## src/hdl/fctap_pkg.sv

```systemverilog
// constants and state layout for the tap six to nine coefficient store
package fctap_pkg;

   // apb data and address widths
   localparam int FCT_DATA_W   = 32;
   localparam int FCT_ADDR_W   = 14;
   localparam int FCT_IDX_W    = 12;
   localparam int FCT_STRB_W   = FCT_DATA_W / 8;

   // coefficient register layout
   localparam int FCT_REG_W    = 16;
   localparam int FCT_REG_BYTES = FCT_REG_W / 8;
   localparam int FCT_COEFF_W  = 12;
   localparam int FCT_COEFF_MSB = 11;

   // filter shape
   localparam int FCT_TOTAL_TAPS = 9;
   localparam int FCT_CENTER_TAP = 5;
   localparam int FCT_CENTER_W   = 18;
   localparam int FCT_FIRST_TAP  = 6;
   localparam int FCT_NUM_REGS   = 4;

   // register indices; byte address is four times the index
   localparam logic [FCT_IDX_W-1:0] FCT_IDX_TAP6   = 12'h423;
   localparam logic [FCT_IDX_W-1:0] FCT_IDX_TAP7   = 12'h425;
   localparam logic [FCT_IDX_W-1:0] FCT_IDX_TAP8   = 12'h427;
   localparam logic [FCT_IDX_W-1:0] FCT_IDX_TAP9   = 12'h429;
   localparam logic [FCT_IDX_W-1:0] FCT_IDX_STATUS = 12'h42b;

   // index table, entry 0 is the sixth tap
   localparam logic [FCT_NUM_REGS-1:0][FCT_IDX_W-1:0] FCT_TAP_IDX = {
      FCT_IDX_TAP9, FCT_IDX_TAP8, FCT_IDX_TAP7, FCT_IDX_TAP6
   };

   // reset values
   localparam logic [FCT_REG_W-1:0]   FCT_REG_RST   = 16'h0000;
   localparam logic [FCT_COEFF_W-1:0] FCT_COEFF_RST = 12'h000;
   localparam logic [FCT_DATA_W-1:0]  FCT_RDATA_RST = 32'h0000_0000;

   // status register fields
   localparam int FCT_STAT_MODE_BIT = 0;
   localparam int FCT_STAT_NZ_LSB   = 4;

   typedef logic [FCT_NUM_REGS-1:0][FCT_COEFF_W-1:0] fctap_coeff_vec_t;

   // state of the top module
   typedef struct packed {
      logic                    modeMeta;
      logic                    modeSync;
      logic [FCT_DATA_W-1:0]   rdata;
      logic                    slvErr;
      logic [FCT_NUM_REGS-1:0] loadPulse;
      fctap_coeff_vec_t        chanA;
      fctap_coeff_vec_t        single;
   } fctap_top_state_t;

   // state of one coefficient register
   typedef struct packed {
      logic [FCT_REG_W-1:0] value;
   } fctap_reg_state_t;

endpackage

```

## src/hdl/fctap_coeff_reg.sv

```systemverilog
// one sixteen bit coefficient register with byte lane writes
`timescale 1ns/1ps
`default_nettype none

module fctap_coeff_reg
   import fctap_pkg::*;
(
   input  wire logic                     ref_clk,
   input  wire logic                     nrst,
   input  wire logic                     wrEn,
   input  wire logic [FCT_REG_BYTES-1:0] wrStrb,
   input  wire logic [FCT_REG_W-1:0]     wrData,
   output logic      [FCT_REG_W-1:0]     regVal,
   output logic      [FCT_REG_W-1:0]     regNxt
);

   fctap_reg_state_t s_r;
   fctap_reg_state_t s_nxt;

   ////////////////////////////////////////////////////////////////////////
   // next state
   always_comb begin
      s_nxt = s_r;
      if (wrEn) begin
         for (int b = 0; b < FCT_REG_BYTES; b++) begin
            if (wrStrb[b]) begin
               s_nxt.value[b*8 +: 8] = wrData[b*8 +: 8];
            end
         end
      end
   end

   ////////////////////////////////////////////////////////////////////////
   // registers
   always_ff @(posedge ref_clk) begin
      if (!nrst) begin
         s_r <= '{value: FCT_REG_RST};
      end else begin
         s_r <= s_nxt;
      end
   end

   assign regVal = s_r.value;
   assign regNxt = nrst ? s_nxt.value : FCT_REG_RST;

endmodule
`default_nettype wire

```

## src/hdl/fctap_taps_six_to_nine.sv

```systemverilog
// equalizer filter coefficient store for taps six to nine, apb slave
//
// The APB slave port is this design's own decision.
`timescale 1ns/1ps
`default_nettype none
// Contract
// - bits 11:0 of each register are a signed two's complement tap weight
// - sixth-tap register weights channel A tap six in dual-channel mode
// - register 0x425 weights channel A tap seven in dual-channel mode
// - register 0x427 weights channel A tap eight in dual-channel mode
// - register 0x429 weights channel A tap nine in dual-channel mode
// - single-channel mode uses the same registers as combined taps six to nine
// - reset clears every register fully; reserved bits stay readable and writable
// - nine taps total; center tap five is 18 bits, these are 12 bits

module fctap_taps_six_to_nine
   import fctap_pkg::*;
#(
   parameter int ADDR_W     = FCT_ADDR_W,
   parameter int TOTAL_TAPS = FCT_TOTAL_TAPS,
   parameter int COEFF_W    = FCT_COEFF_W
)(
   input  wire logic                        ref_clk,
   input  wire logic                        nrst,
   input  wire logic                        singleChanMode,
   input  wire logic                        psel,
   input  wire logic                        penable,
   input  wire logic                        pwrite,
   input  wire logic [ADDR_W-1:0]           paddr,
   input  wire logic [FCT_DATA_W-1:0]       pwdata,
   input  wire logic [FCT_STRB_W-1:0]       pstrb,
   output logic                             pready,
   output logic      [FCT_DATA_W-1:0]       prdata,
   output logic                             pslverr,
   output logic signed [FCT_COEFF_W-1:0]    chanATap6Coeff,
   output logic signed [FCT_COEFF_W-1:0]    chanATap7Coeff,
   output logic signed [FCT_COEFF_W-1:0]    chanATap8Coeff,
   output logic signed [FCT_COEFF_W-1:0]    chanATap9Coeff,
   output logic signed [FCT_COEFF_W-1:0]    singleTap6Coeff,
   output logic signed [FCT_COEFF_W-1:0]    singleTap7Coeff,
   output logic signed [FCT_COEFF_W-1:0]    singleTap8Coeff,
   output logic signed [FCT_COEFF_W-1:0]    singleTap9Coeff,
   output logic      [FCT_NUM_REGS-1:0]     coeffLoaded
);

   ////////////////////////////////////////////////////////////////////////
   // elaboration checks
   // nine tap filter shape
   if (ADDR_W < FCT_ADDR_W) begin : gChkAddr
      $error("address bus too narrow for the coefficient map");
   end
   if (TOTAL_TAPS != FCT_TOTAL_TAPS) begin : gChkTaps
      $error("these taps only fit a nine tap filter");
   end
   if (COEFF_W != FCT_COEFF_W) begin : gChkCoeff
      $error("outer tap coefficients are twelve bits");
   end
   if (FCT_FIRST_TAP + FCT_NUM_REGS - 1 != TOTAL_TAPS) begin : gChkLast
      $error("stored taps must end at the last tap");
   end
   if (FCT_CENTER_TAP >= FCT_FIRST_TAP) begin : gChkCenter
      $error("center tap must precede the stored taps");
   end

   ////////////////////////////////////////////////////////////////////////
   // declarations
   fctap_top_state_t s_r;
   fctap_top_state_t s_nxt;

   logic [FCT_NUM_REGS-1:0]                 tapHit;
   logic [FCT_NUM_REGS-1:0]                 tapWrEn;
   logic [FCT_NUM_REGS-1:0][FCT_REG_W-1:0]  regVal;
   logic [FCT_NUM_REGS-1:0][FCT_REG_W-1:0]  regNxt;
   logic                                    statusHit;
   logic                                    upperZero;
   logic                                    aligned;
   logic                                    anyHit;
   logic                                    setupPhase;
   logic                                    accessWr;
   logic [FCT_IDX_W-1:0]                    wordIdx;
   logic [FCT_DATA_W-1:0]                   readWord;
   logic [FCT_NUM_REGS-1:0]                 tapNonZero;

   ////////////////////////////////////////////////////////////////////////
   // address decode
   assign wordIdx    = paddr[FCT_ADDR_W-1:2];
   assign upperZero  = (paddr >> FCT_ADDR_W) == '0;
   assign aligned    = paddr[1:0] == 2'h0;
   assign statusHit  = upperZero && aligned && (wordIdx == FCT_IDX_STATUS);
   assign anyHit     = statusHit || (tapHit != '0);
   assign setupPhase = psel && !penable;
   assign accessWr   = psel && penable && pwrite;

   // zero wait states: every access phase completes at once
   assign pready  = 1'b1;
   assign prdata  = s_r.rdata;
   assign pslverr = s_r.slvErr && psel && penable;

   ////////////////////////////////////////////////////////////////////////
   // coefficient registers
   genvar gi;
   generate
      for (gi = 0; gi < FCT_NUM_REGS; gi++) begin : gTap
         assign tapHit[gi]     = upperZero && aligned && (wordIdx == FCT_TAP_IDX[gi]);
         assign tapWrEn[gi]    = accessWr && tapHit[gi];
         assign tapNonZero[gi] = regVal[gi][FCT_COEFF_MSB:0] != FCT_COEFF_RST;

         fctap_coeff_reg uReg (
            .ref_clk (ref_clk),
            .nrst    (nrst),
            .wrEn    (tapWrEn[gi]),
            .wrStrb  (pstrb[FCT_REG_BYTES-1:0]),
            .wrData  (pwdata[FCT_REG_W-1:0]),
            .regVal  (regVal[gi]),
            .regNxt  (regNxt[gi])
         );
      end
   endgenerate

   ////////////////////////////////////////////////////////////////////////
   // read mux
   always_comb begin
      readWord = FCT_RDATA_RST;
      for (int i = 0; i < FCT_NUM_REGS; i++) begin
         if (tapHit[i]) begin
            readWord[FCT_REG_W-1:0] = regVal[i];
         end
      end
      if (statusHit) begin
         readWord[FCT_STAT_MODE_BIT] = s_r.modeSync;
         readWord[FCT_STAT_NZ_LSB +: FCT_NUM_REGS] = tapNonZero;
      end
   end

   ////////////////////////////////////////////////////////////////////////
   // next state
   always_comb begin
      s_nxt = s_r;

      // mode pin crosses in through two flops
      s_nxt.modeMeta = singleChanMode;
      s_nxt.modeSync = s_r.modeMeta;

      // read data and error latched in the setup cycle
      if (setupPhase) begin
         s_nxt.rdata  = pwrite ? FCT_RDATA_RST : readWord;
         s_nxt.slvErr = !anyHit;
      end

      // one cycle pulse per tap written
      s_nxt.loadPulse = tapWrEn;

      // route coefficients to whichever filter is in use
      for (int i = 0; i < FCT_NUM_REGS; i++) begin
         if (s_r.modeSync) begin
            s_nxt.chanA[i]  = FCT_COEFF_RST;
            s_nxt.single[i] = regNxt[i][FCT_COEFF_MSB:0];
         end else begin
            s_nxt.chanA[i]  = regNxt[i][FCT_COEFF_MSB:0];
            s_nxt.single[i] = FCT_COEFF_RST;
         end
      end
   end

   ////////////////////////////////////////////////////////////////////////
   // registers
   always_ff @(posedge ref_clk) begin
      if (!nrst) begin
         s_r <= '{
            modeMeta:  1'b0,
            modeSync:  1'b0,
            rdata:     FCT_RDATA_RST,
            slvErr:    1'b0,
            loadPulse: '0,
            chanA:     '0,
            single:    '0
         };
      end else begin
         s_r <= s_nxt;
      end
   end

   ////////////////////////////////////////////////////////////////////////
   // outputs
   // signed tap weights
   assign chanATap6Coeff  = $signed(s_r.chanA[0]);
   assign chanATap7Coeff  = $signed(s_r.chanA[1]);
   assign chanATap8Coeff  = $signed(s_r.chanA[2]);
   assign chanATap9Coeff  = $signed(s_r.chanA[3]);
   assign singleTap6Coeff = $signed(s_r.single[0]);
   assign singleTap7Coeff = $signed(s_r.single[1]);
   assign singleTap8Coeff = $signed(s_r.single[2]);
   assign singleTap9Coeff = $signed(s_r.single[3]);
   assign coeffLoaded     = s_r.loadPulse;

endmodule
`default_nettype wire

```

## config.mk

```make
export PLATFORM = sky130hd
export DESIGN_NAME = fctap_taps_six_to_nine
export DESIGN_NICKNAME = d
export VERILOG_FILES = /design/src/hdl/fctap_pkg.sv /design/src/hdl/fctap_coeff_reg.sv /design/src/hdl/fctap_taps_six_to_nine.sv
export SDC_FILE = /design/constraint.sdc
export NUM_CORES = 1
export LEC_CHECK = 0
export BUFFER_PORTS_ARGS = -buffer_cell sky130_fd_sc_hd__buf_2
export CORE_MARGIN = 3
export CORE_UTILIZATION = 40
export CTS_CLUSTER_DIAMETER = 120
export DETAILED_ROUTE_END_ITERATION = 8
export MAX_ROUTING_LAYER = met4
export SYNTH_ARGS = -nofsm -noshare
export SYNTH_HDL_FRONTEND = slang
export SYNTH_SLANG_ARGS = --single-unit
```

## constraint.sdc

```tcl
create_clock -name ref_clk -period 2.8 [get_ports ref_clk]
set_input_delay 0.28 -clock ref_clk [delete_from_list [all_inputs] [get_ports ref_clk]]
set_output_delay 0.28 -clock ref_clk [all_outputs]
set_load 0.01 [all_outputs]
```

* Yosys cells after proc, flatten, opt, wreduce, memory -nomap -nowiden
Index checks and enable logic that the tools add are counted.
Word-level totals: register bits 199, input port bits 56, output and inout bits 134, logic and storage cells 75
Cells by class: equality and inequality tests 5, multiplexer cells 19, bitwise gates (word level) 1, reduce and logical (&&, ||, !) cells 29
Operator list (count):
- $mux W16 | 5
- $eq A12 B11 Y1 const B | 5
- $mux W12 | 4
- $reduce_bool A12 Y1 | 4
- $mux W8 | 4
- $mux W4 | 5
- $logic_and A1 B1 Y1 | 14
- $reduce_and A2 Y1 | 5
- $reduce_bool A4 Y1 | 1
- $logic_not A1 Y1 | 2
- $logic_not A2 Y1 | 1
- $reduce_or A2 Y1 | 1
- $logic_or A1 B1 Y1 | 1
- $mux W1 | 1
- $not A1 Y1 | 1

* Logic depth before layout (Yosys ltp)
depth after elaboration 8, mapped depth 7, mapped depth without buffers 4

* Modules after synthesis
A second synthesis with hierarchy kept.
Second synthesis, totals: cell total of the unflattened synthesis 837, area, all modules 7971.4 µm²
By module, submodules not included:
- fctap_taps_six_to_nine | times used 1, cells each 537, area an instance 5128.7 µm², sequential area each 2382.3 µm²
- fctap_coeff_reg | times used 4, cells each 75, area an instance 710.7 µm², sequential area each 320.3 µm²

* Worst setup path before layout
Ideal clock, no wire load.
kind input port to flip-flop, start input port paddr[8], end register s_r, in the netlist prdata[5], setup time 0.119 ns, data arrival time 1.795 ns, required time 2.681 ns, path slack 0.886 ns, stages 6, path buffers 2, cell sequence or4_1 -> clkbuf_2 -> or4_4 -> buf_6 -> nor3_1 -> o21ai_1
Between the ends: word-level cells in the longest chain between the ends 8, elaborated cells on any way between the ends 16, classes of those cells eq/ne (5); mux (6); reduce/logical (5)
Ends and longest elaborated chain:
- start, declared | RTL line fctap_taps_six_to_nine.sv:29 | input wire logic [ADDR_W-1:0] paddr,
- $eq A12 B11 Y1 | RTL line fctap_taps_six_to_nine.sv:104 | assign tapHit[gi] = upperZero && aligned && (wordIdx == FCT_TAP_IDX[gi]);
- $logic_and A1 B1 Y1 | RTL line fctap_taps_six_to_nine.sv:104
- $mux W16 (4 in a row) | RTL line fctap_taps_six_to_nine.sv:125 | if (tapHit[i]) begin
- $mux W4 (*) | RTL line fctap_taps_six_to_nine.sv:129 | if (statusHit) begin
- $mux W16 (*) | RTL line fctap_taps_six_to_nine.sv:146 | s_nxt.rdata = pwrite ? FCT_RDATA_RST : readWord;
- end signal, assigned | RTL line fctap_taps_six_to_nine.sv:169 | s_r <= '{
- end signal, assigned | RTL line fctap_taps_six_to_nine.sv:179 | s_r <= s_nxt;
- end, declared | RTL line fctap_taps_six_to_nine.sv:67 | fctap_top_state_t s_r;
Every way passes the cells marked *; elsewhere a longest branch is shown, timed or not. A chain may end at the register's enable or synchronous reset.

* Worst setup path after layout
start input port paddr[8], end register gTap[3].uReg.s_r, in the netlist gTap[3].uReg.regVal[14]
Between the ends: word-level cells in the longest chain between the ends 4
Ends and longest elaborated chain:
- $eq A12 B11 Y1 | RTL line fctap_taps_six_to_nine.sv:104
- $logic_and A1 B1 Y1 | RTL line fctap_taps_six_to_nine.sv:104
- $logic_and A1 B1 Y1 | RTL line fctap_taps_six_to_nine.sv:105 | assign tapWrEn[gi] = accessWr && tapHit[gi];
- $reduce_and A2 Y1 (no source line)
- end signal, assigned | RTL line fctap_coeff_reg.sv:37 | s_r <= '{value: FCT_REG_RST};
- end signal, assigned | RTL line fctap_coeff_reg.sv:39 | s_r <= s_nxt;
- end, declared | RTL line fctap_coeff_reg.sv:17 | fctap_reg_state_t s_r;
Every way passes these cells.

==> summary.md <==
| Metric | Value |
|---|---|
| Post-CTS Hold Buffers | 0 |
| Initial Util | 41.09% |
| Height of the die | 150.6 µm |
| Power Dens Cells | 566.4 nW/µm² |
| Largest net degree at the start of global routing | 45 |
| Fmax | 523.5 MHz |
| Crit path kind | input port to flip-flop |
| Synth area leader | dfxtp_1 |
| Max cap viols | 0 |
| Cell count after synthesis | 937 |
| Post-synthesis sequential area ratio | 43.79% |
| Clock Sinks | 183 |
| Peak VDD IR | 0.0003936 V |
| Buffer count from post-CTS setup fixing | 0 |
| # resized after CTS | 0 |
| Commonest non-fill, non-tap cell in the layout | dfxtp_1 |
| IO Count | 190 |
| Number of synthesized flops with an enable pin | 0 |
| DP Area | 8493 µm² |
| GPL Wtd Cong | 0.9066 |
| Core ar. | 20,360 µm² |
| Final slew viol count | 0 |
| Synth top area cells | dfxtp_1, mux2i_1, buf_4 |
| Placed insts | 1,214 |
| Slowest stage cell, crit path | nor4_4 |
| Hold Path Class | input port to flip-flop |
| Period minus WS final | 1910 ps |
| Final nets | 1,019 |
| Drt pass-1 iters | 5 |
| # rows | 52 |
| Status | completed |
| Final WL | 23,100 µm |
| Total Routing Usage GR | 20.72% |
| DRT iter0 DRCs | 423 |
| Crit-path cells | buf_2 > or4_1 > nor4_4 > buf_4 > nand3_1 > a21oi_1 |
| Total congestion overflow | 0 |
| Die width | 150.6 µm |
| Unrepaired setup endpoints after global routing | no |
| Port Buffers | 154 |
| Clock buffer depth | 2 |
| CTS tree | built |
| Detail Route Antenna Nets | 0 |
| Hold Slack | 68.24 ps |
| Worst EP required | 3160 ps |
| Setup violators final | 0 |
| Asr flop ratio synth | 0% |
| Drc violations | 0 |
| Yosys warns | 0 |
| Worst-margin pin slew | 968.0 ps |
| Commonest cells after routing, fill and taps aside | dfxtp_1, nand2_1, buf_2 |
| Fin cells | 1,247 |
| Final HPWL DP | 16,450 µm |
| Design Area, Final | 9066 µm² |
| P_sw | 1.224 mW |
| Yosys cell types | 51 |
| Post-synth top area share | 43.79% |
| CP Max Fanout | 10 |
| Clock latency on the worst-skew pair | 440 ps |
| First-pass GRT wire length | 34,730 µm |
| Total CTS buffers | 17 |
| Root Buffer | clkbuf_16 |
| Sw Share | 23.84% |
| Critical Path Sink Type | flip-flop |
| Worst EP arrival | 2270 ps |
| Via count | 6,557 |
| Antenna violations before repair | 1 |
| Yosys reg bits | 183 |
| Final setup skew | 6.007 ps |
| Top FF cell, synth | dfxtp_1 |
| Final cycle utilization of the critical path | 68.22% |
| Pint | 3.911 mW |
| Total die area | 22,690 µm² |
| Clock transition at the registers of the reported paths | 70 ps |
| H-Tree Depth | 4 |
| Startpoint types | input port |
| Hold Fails Final Rpt | 0 |
| Via density | 5.258 |
| Total negative setup slack | 0 ps |
| Clock power frac | 44.8% |
| Syn avg cell area | 8.929 µm² |
| Layout cells sized above 1 | 23.16% |
| WL/cell | 18.53 µm |
| Slowest stage delay, CP | 740 ps |
| Synth Cell Area | 8367 µm² |
| Max_slew headroom | 35.47% |
| Gate power share | 4.5% |
| P_leak | 4.144 nW |
| Area added between synthesis and finish | 8.360% |
| Share of power burned in registers | 50.7% |
| Vias in the first global route | 6,067 |
kinds of logic (layout without fill, tap and decap cells):
group	Yosys count	count (layout)	share of synthesized area (%)
other cells	2	18	0.08976
mux	106	106	12.70
compound gates	166	166	12.07
simple gates	289	289	16.41
flops	183	183	43.79
buf+inv	191	215	14.95
worst max-delay path, delay by kind of cell:
family,cells,cell delay [ps]
and+or+nand+nor,3,1480
AOI/OAI and AO/OA,1,180
buffers and inverters,2,330
area by class of cell:
class	instances	area (µm²)
fillers	2044	11300
flip-flops and latches	183	3664
multi-input cells	578	3511
repair buffers	181	973.4
clock buffers	21	480.5
well taps	270	337.8
clock inverters	11	90.09
inverters	2	7.507
diodes	1	2.502
metal layers:
metal  routed length (µm)  global-route usage (%)  up-vias
li1                     -                       -     3145
met1                10290                   27.33     3090
met2                10480                   31.49      272
met3                 1614                   3.823       50
met4                  718                   8.432        0
met5                    0                       -        -
power by group through the flow:
stage | clock network, mW | logic, mW | registers, mW
finish | 2.30 | 0.232 | 2.61
global route | 2.46 | 0.251 | 2.60
CTS | 2.33 | 0.228 | 2.61
detailed placement | 0 | 0.228 | 2.66
global placement | 0 | 0.225 | 2.66
floorplan | 0 | 0.149 | 2.66
synth_stat cells (6+ instances only):
cell type / n
dfxtp_1: 183
nand2_1: 177
buf_4: 136
mux2i_1: 105
a21oi_1: 84
clkbuf_1: 38
nand3_1: 34
o21ai_0: 31
nor4_1: 17
a22o_1: 16
buf_2: 12
nor2b_1: 12
a221o_1: 9
nor2_1: 8
nand2b_1: 6
final timing paths:
check,start,to,slack [ps],depth (start not counted)
max,paddr[8],gTap[3].uReg.regVal[14],890,6
min,singleChanMode,s_nxt[133],70,2
max reg2reg,s_r[133],singleTap7Coeff[1],1370,4
min reg2reg,s_nxt[133],s_r[133],440,1
per-stage QoR:
stage               utilization, %  worst slack, ps  power [mW]
floorplan                        -            885.8       2.813
global placement             41.71            503.1       2.890
detailed placement           41.71            468.6       2.893
CTS                          44.51            904.3       5.167
global route                 44.52            799.3       5.313
finish                       44.52            889.8       5.135
flip-flops by register name (all words and copies together), names as in the netlist:
signal,cells
gTap.uReg.regVal,64
prdata,16
chanATap6Coeff,12
chanATap7Coeff,12
chanATap8Coeff,12
chanATap9Coeff,12
singleTap6Coeff,12
singleTap7Coeff,12
singleTap8Coeff,12
singleTap9Coeff,12
coeffLoaded,4
s_r,2
s_nxt,1
Note: power is estimated with default switching activity, not from simulation.
